## config.mk

```make
export PLATFORM = sky130hd
export DESIGN_NAME = dcc_unit
export DESIGN_NICKNAME = d
export VERILOG_FILES = /design/src/logic/dcc_pkg.sv /design/src/logic/dcc_unit.sv
export SDC_FILE = /design/constraint.sdc
export NUM_CORES = 1
export LEC_CHECK = 0
export BUFFER_PORTS_ARGS = -buffer_cell sky130_fd_sc_hd__clkbuf_2
export CAP_MARGIN = 5
export CORE_MARGIN = 2
export CORE_UTILIZATION = 45
export DETAILED_ROUTE_END_ITERATION = 16
export PLACE_DENSITY = 0.7
export SETUP_SLACK_MARGIN = 0.4
export SYNTH_ARGS = -nofsm -noshare
export SYNTH_HDL_FRONTEND = slang
export SYNTH_SLANG_ARGS = --single-unit
```

## constraint.sdc

```tcl
create_clock -name clk_sys -period 9.8 [get_ports clk_sys]
set_input_delay 2.94 -clock clk_sys [delete_from_list [all_inputs] [get_ports clk_sys]]
set_output_delay 2.94 -clock clk_sys [all_outputs]
set_load 0.02 [all_outputs]
```

## src/logic/dcc_pkg.sv

```systemverilog
`default_nettype none
package dcc_pkg;
	localparam int          CNT_W          = 16;        // counter width
	localparam int          NUM_CH         = 6;         // capture/compare channels
	localparam int          NUM_IN         = 10;        // filtered external inputs
	localparam logic [15:0] CNT_MAX        = 16'hffff;  // all-ones count
	localparam logic [15:0] CNT_ZERO       = 16'h0000;  // zero count
	localparam logic [15:0] CNT_ONE        = 16'h0001;  // count step
	localparam logic [1:0]  CLR_BASE_TICKS = 2'h2;      // base ticks after the count tick
	localparam logic [1:0]  CLR_LAST       = 2'h1;      // last stage of the clear wait
	localparam logic [1:0]  DIV4_LAST      = 2'h3;      // last phase of the /4 divider
	// register byte offsets
	localparam logic [7:0]  OFS_CTRL   = 8'h00;
	localparam logic [7:0]  OFS_MODE   = 8'h04;
	localparam logic [7:0]  OFS_SWCAP  = 8'h08;
	localparam logic [7:0]  OFS_STATUS = 8'h0c;
	localparam logic [7:0]  OFS_CNT_A  = 8'h10;
	localparam logic [7:0]  OFS_CNT_B  = 8'h14;
	localparam logic [7:0]  OFS_CH0    = 8'h18;
	localparam logic [7:0]  OFS_CH5    = 8'h1c;
	localparam logic [3:0]  OFS_MAIN_HI = 4'h2;      // 0x20..0x2c main 1..4
	localparam logic [3:0]  OFS_SUB_HI  = 4'h3;      // 0x30..0x3c sub 1..4
	// input vector positions
	localparam int IN_CLK  = 0;
	localparam int IN_CTL  = 1;
	localparam int IN_CAP0 = 2;
	localparam int IN_PM0  = 8;
	localparam int IN_PM1  = 9;
	// status bit positions
	localparam int ST_OVF_A = 8;
	localparam int ST_OVF_B = 9;
	// control pin function
	typedef enum logic [1:0] {DCC_PIN_NONE, DCC_PIN_ENABLE, DCC_PIN_CLEAR, DCC_PIN_UPDOWN} dcc_pin_fn_t;
	// capture trigger source
	typedef enum logic [1:0] {DCC_TRIG_PIN, DCC_TRIG_PM0, DCC_TRIG_PM1, DCC_TRIG_NONE} dcc_trig_t;
	// channel counter select
	localparam logic [1:0] SEL_B    = 2'h0;
	localparam logic [1:0] SEL_A    = 2'h1;
	localparam logic [1:0] SEL_CAS  = 2'h3;
	// control register layout
	typedef struct packed {
		logic [11:0] rsvd;
		logic        out_delay_en;
		logic [3:0]  out_pwm;
		logic        zstop_b;
		logic        zstop_a;
		logic        clr_on_ch5;
		logic        clr_on_ch0;
		logic [2:0]  prescale;
		dcc_pin_fn_t pin_fn;
		logic        ext_clk_sel;
		logic        filter_en;
		logic        base_div4;
		logic        cascade;
		logic        run_b;
		logic        run_a;
	} dcc_ctrl_t;
	// channel mode register layout
	typedef struct packed {
		dcc_trig_t   trig_src;
		logic [5:0]  rsvd0;
		logic [7:0]  csel;
		logic [3:0]  rsvd1;
		logic [3:0]  buffer_enable;
		logic [1:0]  rsvd2;
		logic [5:0]  cmp_mode;
	} dcc_mode_t;
endpackage
`default_nettype wire

```

## src/logic/dcc_unit.sv

```systemverilog
// Implementation choices: register access over APB and the register offsets.
`default_nettype none
module dcc_unit import dcc_pkg::*; #(
	parameter int FILT_LEN = 3                        // samples that must agree
) (
	input  wire logic              clk_sys,
	input  wire logic              reset,
	input  wire logic              psel,
	input  wire logic              penable,
	input  wire logic              pwrite,
	input  wire logic [7:0]        paddr,
	input  wire logic [31:0]       pwdata,
	output var  logic [31:0]       prdata,
	output var  logic              pready,
	output var  logic              pslverr,
	input  wire logic              ext_count_clock_pin,
	input  wire logic              ext_control_pin,
	input  wire logic [5:0]        ext_capture_pins,
	input  wire logic              partner_match_irq_0,
	input  wire logic              partner_match_irq_1,
	output var  logic [3:0]        timer_output_pins,
	output var  logic [5:0]        channel_match_irq,
	output var  logic              counter_a_overflow_irq,
	output var  logic              counter_b_overflow_irq
);
	// software-visible state
	dcc_ctrl_t         ctrl_reg;                   // configuration
	dcc_mode_t         mode_reg;                   // channel modes
	logic [1:0]        run_reg;                    // counter run bits
	logic [15:0]       status_reg;                 // sticky events
	logic [CNT_W-1:0]  cnt_a_reg, cnt_b_reg;       // counters
	logic [CNT_W-1:0]  cnt_a_next, cnt_b_next;
	logic [CNT_W-1:0]  ch0_reg, ch5_reg;           // single channels
	logic [CNT_W-1:0]  main_reg [1:4];             // main registers
	logic [CNT_W-1:0]  sub_reg [1:4];              // sub registers
	logic [31:0]       prdata_next;
	logic              pready_reg, pslverr_reg;
	logic [31:0]       prdata_reg;

	// bus decode
	wire        acc_phase = psel & penable;
	wire        wr_en     = acc_phase & pwrite & pready_reg;
	wire [3:0]  ofs_hi    = paddr[7:4];
	wire [1:0]  ofs_idx   = paddr[3:2];
	wire        hit_main  = (ofs_hi == OFS_MAIN_HI) & (paddr[1:0] == 2'h0);
	wire        hit_sub   = (ofs_hi == OFS_SUB_HI) & (paddr[1:0] == 2'h0);
	wire        wr_ctrl   = wr_en & (paddr == OFS_CTRL);
	wire        wr_mode   = wr_en & (paddr == OFS_MODE);
	wire        wr_stat   = wr_en & (paddr == OFS_STATUS);
	wire [5:0]  swcap     = (wr_en & (paddr == OFS_SWCAP)) ? pwdata[5:0] : 6'h00;
	wire        known     = (paddr == OFS_CTRL) | (paddr == OFS_MODE) | (paddr == OFS_SWCAP)
	                      | (paddr == OFS_STATUS) | (paddr == OFS_CNT_A) | (paddr == OFS_CNT_B)
	                      | (paddr == OFS_CH0) | (paddr == OFS_CH5) | hit_main | hit_sub;

	// base clock: system clock over two or four
	logic [1:0] bdiv_reg;
	logic [6:0] ps_reg;
	wire        base_tick = ctrl_reg.base_div4 ? (bdiv_reg == DIV4_LAST) : bdiv_reg[0];
	// prescaler ratio 2..128 of the base clock; software keeps it legal
	wire [6:0]  ps_mask  = 7'((8'h02 << ctrl_reg.prescale) - 8'h01);
	wire        int_tick = base_tick & ((ps_reg & ps_mask) == ps_mask);

	// divider and prescaler run freely so the tick phase is stable
	always_ff @(posedge clk_sys) begin
		if (reset) begin
			bdiv_reg <= 2'h0;
			ps_reg   <= 7'h00;
		end else begin
			bdiv_reg <= bdiv_reg + 2'h1;
			if (base_tick)
				ps_reg <= ps_reg + 7'h01;
		end
	end

	// input synchronisers and filters
	wire [NUM_IN-1:0] raw_in = {partner_match_irq_1, partner_match_irq_0, ext_capture_pins,
	                            ext_control_pin, ext_count_clock_pin};
	logic [NUM_IN-1:0] filt_reg, filt_d_reg;
	genvar gi;
	generate
		for (gi = 0; gi < NUM_IN; gi++) begin : g_in
			logic                s1_reg, s2_reg;   // two-flop synchroniser
			logic [FILT_LEN-1:0] hist_reg;         // filter history
			wire all_hi = &hist_reg;
			wire all_lo = ~|hist_reg;
			// filter waits for agreeing samples; a pulse shorter than that is lost
			always_ff @(posedge clk_sys) begin
				if (reset) begin
					s1_reg   <= 1'b0;
					s2_reg   <= 1'b0;
					hist_reg <= '0;
					filt_reg[gi] <= 1'b0;
				end else begin
					s1_reg   <= raw_in[gi];
					s2_reg   <= s1_reg;
					hist_reg <= {hist_reg[FILT_LEN-2:0], s2_reg};
					if (!ctrl_reg.filter_en)
						filt_reg[gi] <= s2_reg;
					else if (all_hi)
						filt_reg[gi] <= 1'b1;
					else if (all_lo)
						filt_reg[gi] <= 1'b0;
				end
			end
		end
	endgenerate

	// edge history of the clean inputs
	always_ff @(posedge clk_sys) begin
		if (reset)
			filt_d_reg <= '0;
		else
			filt_d_reg <= filt_reg;
	end
	wire [NUM_IN-1:0] rise = filt_reg & ~filt_d_reg;

	// count tick and control pin
	wire tick     = ctrl_reg.ext_clk_sel ? rise[IN_CLK] : int_tick;
	wire ctl_lvl  = filt_reg[IN_CTL];
	wire cnt_en   = (ctrl_reg.pin_fn != DCC_PIN_ENABLE) | ctl_lvl;
	wire down     = (ctrl_reg.pin_fn == DCC_PIN_UPDOWN) & ctl_lvl & ~ctrl_reg.cascade;
	wire clr_edge = (ctrl_reg.pin_fn == DCC_PIN_CLEAR) & rise[IN_CTL] & ~ctrl_reg.cascade;

	// pin clear waits for the next count tick, then two base ticks
	logic       clr_pend_reg;
	logic [1:0] clr_wait_reg;
	wire        ext_clr = base_tick & (clr_wait_reg == CLR_LAST);
	always_ff @(posedge clk_sys) begin
		if (reset) begin
			clr_pend_reg <= 1'b0;
			clr_wait_reg <= 2'h0;
		end else begin
			if (clr_pend_reg & tick) begin
				clr_pend_reg <= 1'b0;
				clr_wait_reg <= CLR_BASE_TICKS;
			end else begin
				if (clr_edge)
					clr_pend_reg <= 1'b1;
				if (base_tick & (clr_wait_reg != 2'h0))
					clr_wait_reg <= clr_wait_reg - 2'h1;
			end
		end
	end

	// counting steps; in cascade B rides on A wrapping
	wire step_a = tick & run_reg[0] & cnt_en;
	wire step_b = ctrl_reg.cascade ? (step_a & (cnt_a_reg == CNT_MAX))
	                               : (tick & run_reg[1] & cnt_en);

	// per-channel compare source
	logic [CNT_W-1:0] cmp_cnt [0:5];
	logic [CNT_W-1:0] cmp_val [0:5];
	logic [5:0]       cmp_step, is_cas, match, cap, hw_trig;
	logic [5:0]       zero_sel;
	assign cmp_cnt[0] = cnt_a_reg;
	assign cmp_val[0] = ch0_reg;
	assign cmp_step[0] = step_a;
	assign is_cas[0]   = 1'b0;
	assign cmp_cnt[5] = cnt_b_reg;
	assign cmp_val[5] = ch5_reg;
	assign cmp_step[5] = step_b;
	assign is_cas[5]   = 1'b0;
	generate
		for (gi = 1; gi <= 4; gi++) begin : g_sel
			wire [1:0] csel = mode_reg.csel[2*gi-1 -: 2];
			wire       on_a = (csel == SEL_A);
			assign cmp_cnt[gi]  = on_a ? cnt_a_reg : cnt_b_reg;
			assign cmp_val[gi]  = main_reg[gi];
			assign cmp_step[gi] = on_a ? step_a : step_b;
			assign is_cas[gi]   = (csel == SEL_CAS);
		end
		for (gi = 0; gi < NUM_CH; gi++) begin : g_ch
			// compare only in 16-bit use; 32-bit channels capture
			assign match[gi] = mode_reg.cmp_mode[gi] & ~is_cas[gi] & cmp_step[gi]
			                 & (cmp_cnt[gi] == cmp_val[gi]);
			assign hw_trig[gi] = (mode_reg.trig_src == DCC_TRIG_PIN) ? rise[IN_CAP0+gi]
			                   : (mode_reg.trig_src == DCC_TRIG_PM0) ? rise[IN_PM0]
			                   : (mode_reg.trig_src == DCC_TRIG_PM1) ? rise[IN_PM1] : 1'b0;
			assign cap[gi] = (~mode_reg.cmp_mode[gi] | is_cas[gi]) & (hw_trig[gi] | swcap[gi]);
		end
	endgenerate

	// next count values; pin clear beats compare clear beats count
	wire clr_a = ctrl_reg.clr_on_ch0 & match[0];
	wire clr_b = ctrl_reg.clr_on_ch5 & match[5];
	always_comb begin
		cnt_a_next = cnt_a_reg;
		cnt_b_next = cnt_b_reg;
		if (ext_clr) begin
			cnt_a_next = CNT_ZERO;
			cnt_b_next = CNT_ZERO;
		end else begin
			if (step_a)
				cnt_a_next = clr_a ? CNT_ZERO : (down ? cnt_a_reg - CNT_ONE : cnt_a_reg + CNT_ONE);
			if (step_b)
				cnt_b_next = clr_b ? CNT_ZERO : (down ? cnt_b_reg - CNT_ONE : cnt_b_reg + CNT_ONE);
		end
	end
	wire ovf_a  = step_a & (cnt_a_next == CNT_MAX);
	wire ovf_b  = step_b & (cnt_b_next == CNT_MAX);
	wire zero_a = step_a & (cnt_a_next == CNT_ZERO);
	wire zero_b = step_b & (cnt_b_next == CNT_ZERO);

	// counters, run bits and pulse outputs
	always_ff @(posedge clk_sys) begin
		if (reset) begin
			cnt_a_reg <= CNT_ZERO;
			cnt_b_reg <= CNT_ZERO;
			run_reg   <= 2'h0;
			channel_match_irq      <= 6'h00;
			counter_a_overflow_irq <= 1'b0;
			counter_b_overflow_irq <= 1'b0;
		end else begin
			cnt_a_reg <= cnt_a_next;
			cnt_b_reg <= cnt_b_next;
			// a software write of the run bits outranks the zero stop
			if (wr_ctrl)
				run_reg <= pwdata[1:0];
			else begin
				if (zero_a & ctrl_reg.zstop_a)
					run_reg[0] <= 1'b0;
				if (zero_b & ctrl_reg.zstop_b)
					run_reg[1] <= 1'b0;
			end
			channel_match_irq      <= match;
			counter_a_overflow_irq <= ovf_a;
			counter_b_overflow_irq <= ovf_b;
		end
	end

	// channel registers; capture outranks a same-cycle write
	always_ff @(posedge clk_sys) begin
		if (reset) begin
			ch0_reg <= CNT_ZERO;
			ch5_reg <= CNT_ZERO;
			for (int i = 1; i <= 4; i++) begin
				main_reg[i] <= CNT_ZERO;
				sub_reg[i]  <= CNT_ZERO;
			end
		end else begin
			if (cap[0])
				ch0_reg <= cnt_a_reg;
			else if (wr_en & (paddr == OFS_CH0))
				ch0_reg <= pwdata[15:0];
			if (cap[5])
				ch5_reg <= cnt_b_reg;
			else if (wr_en & (paddr == OFS_CH5))
				ch5_reg <= pwdata[15:0];
			for (int i = 1; i <= 4; i++) begin
				if (cap[i]) begin
					// buffered capture holds; 32-bit capture always splits the count
					if (is_cas[i] | ~mode_reg.buffer_enable[i-1]) begin
						main_reg[i] <= cnt_b_reg;
						sub_reg[i]  <= cnt_a_reg;
					end
				end else begin
					if (match[i] & mode_reg.buffer_enable[i-1])
						main_reg[i] <= sub_reg[i];
					if (wr_en & hit_sub & (ofs_idx == 2'(i - 1)) & mode_reg.cmp_mode[i])
						sub_reg[i] <= pwdata[15:0];
				end
			end
		end
	end

	// output pins: toggle on match, or set at zero and reset on match
	logic [3:0] pre_out_reg;
	logic [3:0] dly_reg [0:3];      // per-pin shift of base ticks
	generate
		for (gi = 1; gi <= 4; gi++) begin : g_out
			wire zero_n = (mode_reg.csel[2*gi-1 -: 2] == SEL_A) ? zero_a : zero_b;
			assign zero_sel[gi] = zero_n;
		end
	endgenerate
	assign zero_sel[0] = 1'b0;
	assign zero_sel[5] = 1'b0;

	// staggered delay spreads pin edges over different base ticks
	always_ff @(posedge clk_sys) begin
		if (reset) begin
			pre_out_reg       <= 4'h0;
			timer_output_pins <= 4'h0;
			for (int i = 0; i < 4; i++)
				dly_reg[i] <= 4'h0;
		end else begin
			for (int i = 0; i < 4; i++) begin
				if (ctrl_reg.out_pwm[i]) begin
					if (match[i+1])
						pre_out_reg[i] <= 1'b0;
					else if (zero_sel[i+1])
						pre_out_reg[i] <= 1'b1;
				end else if (match[i+1])
					pre_out_reg[i] <= ~pre_out_reg[i];
				if (base_tick)
					dly_reg[i] <= {dly_reg[i][2:0], pre_out_reg[i]};
				timer_output_pins[i] <= ctrl_reg.out_delay_en ? dly_reg[i][i] : pre_out_reg[i];
			end
		end
	end

	// configuration and sticky status; a hardware set beats the write-one clear
	wire [15:0] st_set = {6'h00, ovf_b, ovf_a, 2'h0, match};
	always_ff @(posedge clk_sys) begin
		if (reset) begin
			ctrl_reg   <= '0;
			mode_reg   <= '0;
			status_reg <= 16'h0000;
		end else begin
			if (wr_ctrl)
				ctrl_reg <= dcc_ctrl_t'(pwdata);
			if (wr_mode)
				mode_reg <= dcc_mode_t'(pwdata);
			status_reg <= (status_reg & ~(wr_stat ? pwdata[15:0] : 16'h0000)) | st_set;
		end
	end

	// read mux
	always_comb begin
		prdata_next = 32'h0000_0000;
		case (paddr)
			OFS_CTRL:   prdata_next = {ctrl_reg[31:2], run_reg};
			OFS_MODE:   prdata_next = mode_reg;
			OFS_STATUS: prdata_next = {16'h0000, status_reg};
			OFS_CNT_A:  prdata_next = {16'h0000, cnt_a_reg};
			OFS_CNT_B:  prdata_next = {16'h0000, cnt_b_reg};
			OFS_CH0:    prdata_next = {16'h0000, ch0_reg};
			OFS_CH5:    prdata_next = {16'h0000, ch5_reg};
			default: begin
				if (hit_main)
					prdata_next = {16'h0000, main_reg[ofs_idx + 3'h1]};
				else if (hit_sub)
					prdata_next = {16'h0000, sub_reg[ofs_idx + 3'h1]};
			end
		endcase
	end

	// one wait state: data and ready land together on the second access cycle
	always_ff @(posedge clk_sys) begin
		if (reset) begin
			pready_reg  <= 1'b0;
			pslverr_reg <= 1'b0;
			prdata_reg  <= 32'h0000_0000;
		end else begin
			pready_reg  <= acc_phase & ~pready_reg;
			pslverr_reg <= acc_phase & ~pready_reg & ~known;
			prdata_reg  <= (acc_phase & ~pready_reg & ~pwrite) ? prdata_next : 32'h0000_0000;
		end
	end
	assign pready  = pready_reg;
	assign pslverr = pslverr_reg;
	assign prdata  = prdata_reg;

	// checks
	apb_ready_a: assert property (@(posedge clk_sys) disable iff (reset)
		acc_phase & ~pready_reg |=> pready_reg)
		else $error("access phase not answered in one wait state");
	count_up_a: assert property (@(posedge clk_sys) disable iff (reset)
		step_a & ~down & ~ext_clr & ~clr_a |=> cnt_a_reg == 16'($past(cnt_a_reg) + CNT_ONE))
		else $error("counter a failed to step up by one");
	cascade_carry_a: assert property (@(posedge clk_sys) disable iff (reset)
		ctrl_reg.cascade & step_a & (cnt_a_reg == CNT_MAX) & ~clr_b & ~ext_clr
		|=> cnt_b_reg == 16'($past(cnt_b_reg) + CNT_ONE))
		else $error("counter b missed the carry from counter a");
	overflow_irq_a: assert property (@(posedge clk_sys) disable iff (reset)
		step_a & (cnt_a_next == CNT_MAX) |=> counter_a_overflow_irq && cnt_a_reg == CNT_MAX)
		else $error("overflow pulse of counter a missing");
	match_irq_a: assert property (@(posedge clk_sys) disable iff (reset)
		mode_reg.cmp_mode[0] & step_a & (cnt_a_reg == ch0_reg) |=> channel_match_irq[0])
		else $error("channel 0 match pulse missing");
	buffer_load_a: assert property (@(posedge clk_sys) disable iff (reset)
		match[1] & mode_reg.buffer_enable[0] & ~cap[1] |=> main_reg[1] == $past(sub_reg[1]))
		else $error("main register not reloaded from sub");
	sub_discard_a: assert property (@(posedge clk_sys) disable iff (reset)
		wr_en & hit_sub & (ofs_idx == 2'h0) & ~mode_reg.cmp_mode[1] & ~cap[1]
		|=> sub_reg[1] == $past(sub_reg[1]))
		else $error("sub write accepted in capture mode");
	split_capture_a: assert property (@(posedge clk_sys) disable iff (reset)
		cap[1] & is_cas[1] |=> main_reg[1] == $past(cnt_b_reg) && sub_reg[1] == $past(cnt_a_reg))
		else $error("32-bit capture did not split the count");
	pin_clear_a: assert property (@(posedge clk_sys) disable iff (reset)
		ext_clr |=> cnt_a_reg == CNT_ZERO && cnt_b_reg == CNT_ZERO)
		else $error("pin clear did not zero the counters");
	zero_stop_a: assert property (@(posedge clk_sys) disable iff (reset)
		zero_a & ctrl_reg.zstop_a & ~wr_ctrl |=> ~run_reg[0] ##1 cnt_a_reg == $past(cnt_a_reg))
		else $error("counter a kept running after zero stop");
endmodule
`default_nettype wire

```

==> results by group <==
Detailed routing
  • DR iter-0 viols: 2326
  • Final ANT Viol Nets: 0
  • DR vias/cell: 6.33
  • TritonRoute pass-1 iters: 8
  • WL final: 70800 µm
  • Wire per inst: 24.3 µm
  • DRC: 0
  • Via count: 18400

Critical path
  • Max FO, Critical Path: 35
  • RR Startpoint: cnt_a_reg[0]
  • Critical Path Sink Type: register
  • CP Launch Point: paddr[2]
  • Critical path arrival: 6700 ps
  • WS Path Type: input port to register
  • Worst Setup Start Kind: input port
  • CP required: 10250 ps

STA
  • Hold Slack: 431 ps
  • Max Fclk: 160 MHz
  • Final count of hold timing violations: 0
  • Slew headroom: 0.110
  • Sum Neg Setup Slack: 0 ps
  • Final setup vio count: 0
  • Slew Viols, Final: 0
  • Final worst clock skew: 21.7 ps
  • RSZ-0062 raised after global routing: false
  • Tightest Pin Transition: 1330 ps
  • Period minus WS final: 6250 ps
  • Period utilisation layout: 0.637

Synth
  • Asr flop ratio synth: 0
  • Yosys cell types: 89
  • Post-synth net total: 2349
  • Sequential fraction of the synthesis area: 0.449
  • Most used DFF post-synth: dfxtp_1
  • Post-synth EDFFs: 138
  • Share of the synthesized area in the top cell type: 0.256
  • YS warnings: 0
  • Mapped Area: 0.0215 mm²
  • Post-Syn Instances: 2256
  • Yosys reg bits: 414
  • Synth area leaders: dfxtp_1 (26%), edfxtp_1 (19%), mux2i_1 (6.5%)
  • Post-synth top area cell: dfxtp_1
  • Mapped Avg Cell Area: 9.55 µm²

Placed design
  • Final RePlAce weighted congestion: 0.932
  • Detailed placer's ending HPWL: 49300 µm
  • PortBufs: 100

CTS
  • Worst skew pair latency: 600 ps
  • Root Driver: clkbuf_16
  • Max Buffers Root-to-Sink: 3
  • H-tree levels: 2
  • Number of gates resized after cts: 0
  • # clock sinks: 414
  • Hold buffer count at cts: 0
  • CTS tree: done
  • Postcts setup bufs: 0
  • Clock transition at the registers of the reported paths: 60 ps
  • Cts bufs inserted: 45

Pwr
  • Leak: 8.79 nW
  • VDD IR-drop max: 0.110 mV
  • Pwr dens: 157 mW/mm²

Floorplan
  • Area of the core: 0.0475 mm²
  • Die H: 223 µm
  • Top Ports: 101
  • Die Wd: 223 µm
  • Die area: 0.0496 mm²
  • Initial core utilization: 0.453
  • Num rows: 80

Cells and area
  • Most common cell after layout, fill and taps aside: dfxtp_1
  • Layout cells sized above 1: 0.123
  • Nets: 2353
  • Synthesis-to-layout area growth: 11.2%
  • Diode count: 0
  • Leading cell types in the layout, fill and taps excluded: dfxtp_1 (276), nand2_1 (221), nor2_1 (208)

Global routing
  • Vias in the first global route: 17800
  • Initial antenna violation count: 2
  • GRT Overall Usage: 0.280
  • Largest net degree at the start of global routing: 90
  • Gr ovfl total: 0
  • First-pass GRT wire length: 107000 µm

Job
  • Maxcap violations: 0

Outcome
  • Status: finished clean

Min path
  • Worst hold start: status_reg[10]
  • Hold WC Path Type: register to register
[synthesized netlist by cell type, types with 4 or more instances]
cell	count
a211oi_1	13
buf_4	6
ha_1	36
or2_2	5
o21ai_0	56
nand3_1	24
clkbuf_1	145
nor4_1	24
o211ai_1	8
buf_2	26
dfxtp_1	276
or3_1	6
and2_1	14
inv_1	35
buf_1	13
a222oi_1	16
a31oi_1	20
nand2_1	221
xor2_1	63
nand2b_1	8
edfxtp_1	138
a22oi_1	28
and4b_1	5
nand4_1	32
mux2i_1	139
xnor2_1	61
and4_1	7
o21a_1	9
a32oi_1	5
nor3_1	27
and3_1	30
nor2_1	209
or4_1	8
a21o_1	9
o31a_1	4
nand4b_1	8
a22o_1	145
nor3_4	4
mux4_2	16
a21oi_1	193
nor2b_1	75
a221oi_1	19
[per-stage QoR]
step	utilization	std cells	setup slack [ps]	total power, mW	area, µm²
3_5_place_dp	0.472	2828	3010	2.06	22400
4_1_cts	0.504	2911	3610	3.78	24000
5_1_grt	0.504	2911	3340	3.86	24000
3_3_place_gp	0.472	2828	3080	2.05	22400
6_report	0.504	2911	3550	3.77	24000
2_1_floorplan	-	2256	3540	1.98	21500
[final cells by class]
cell class / count / area (µm²)
repair buffers: 149 / 875
clock inverters: 14 / 133
clock buffers: 69 / 1400
fillers: 4279 / 23600
multi-input cells: 1615 / 11000
flip-flops and latches: 414 / 9670
inverters: 35 / 131
well taps: 615 / 769
[cell families (layout without fill, tap and decap cells)]
family / after synthesis / after routing / synth area share
and+or+nand+nor: 732 / 732 / 0.169
AOI/OAI and AO/OA: 563 / 563 / 0.183
DFF: 414 / 414 / 0.449
buffers and inverters: 227 / 267 / 0.0428
muxes: 158 / 158 / 0.0831
xor gates and xnor gates: 124 / 124 / 0.0504
adders and majority gates: 38 / 38 / 0.0228
[path summary, 6_finish.rpt]
check / endpoint / slack (ps) / depth (start not counted)
max: ch5_reg[13] / 3550 / 9
min: status_reg[10] / 430 / 2
max reg2reg: main_reg[1][13] / 4880 / 8
min reg2reg: status_reg[10] / 430 / 2
[power by group]
part	internal, mW	switching, mW
logic	0.0639	0.131
registers	1.81	0.0253
clock network	0.999	0.743
total	2.87	0.899
[layer usage]
layer	global-route usage	share of wire
met5	0	0
met4	0.141	0.052
met3	0.0582	0.10
met2	0.446	0.46
met1	0.360	0.39
[worst max-delay path, stage by stage]
cell      delay (ps)
clkbuf_2          80
buf_4            510
ha_1             920
and3_1           780
and2_1           920
mux2i_1          290
nor2_1            60
a21oi_1          130
nor2_1            50
Power figures use the tool's default switching activity.
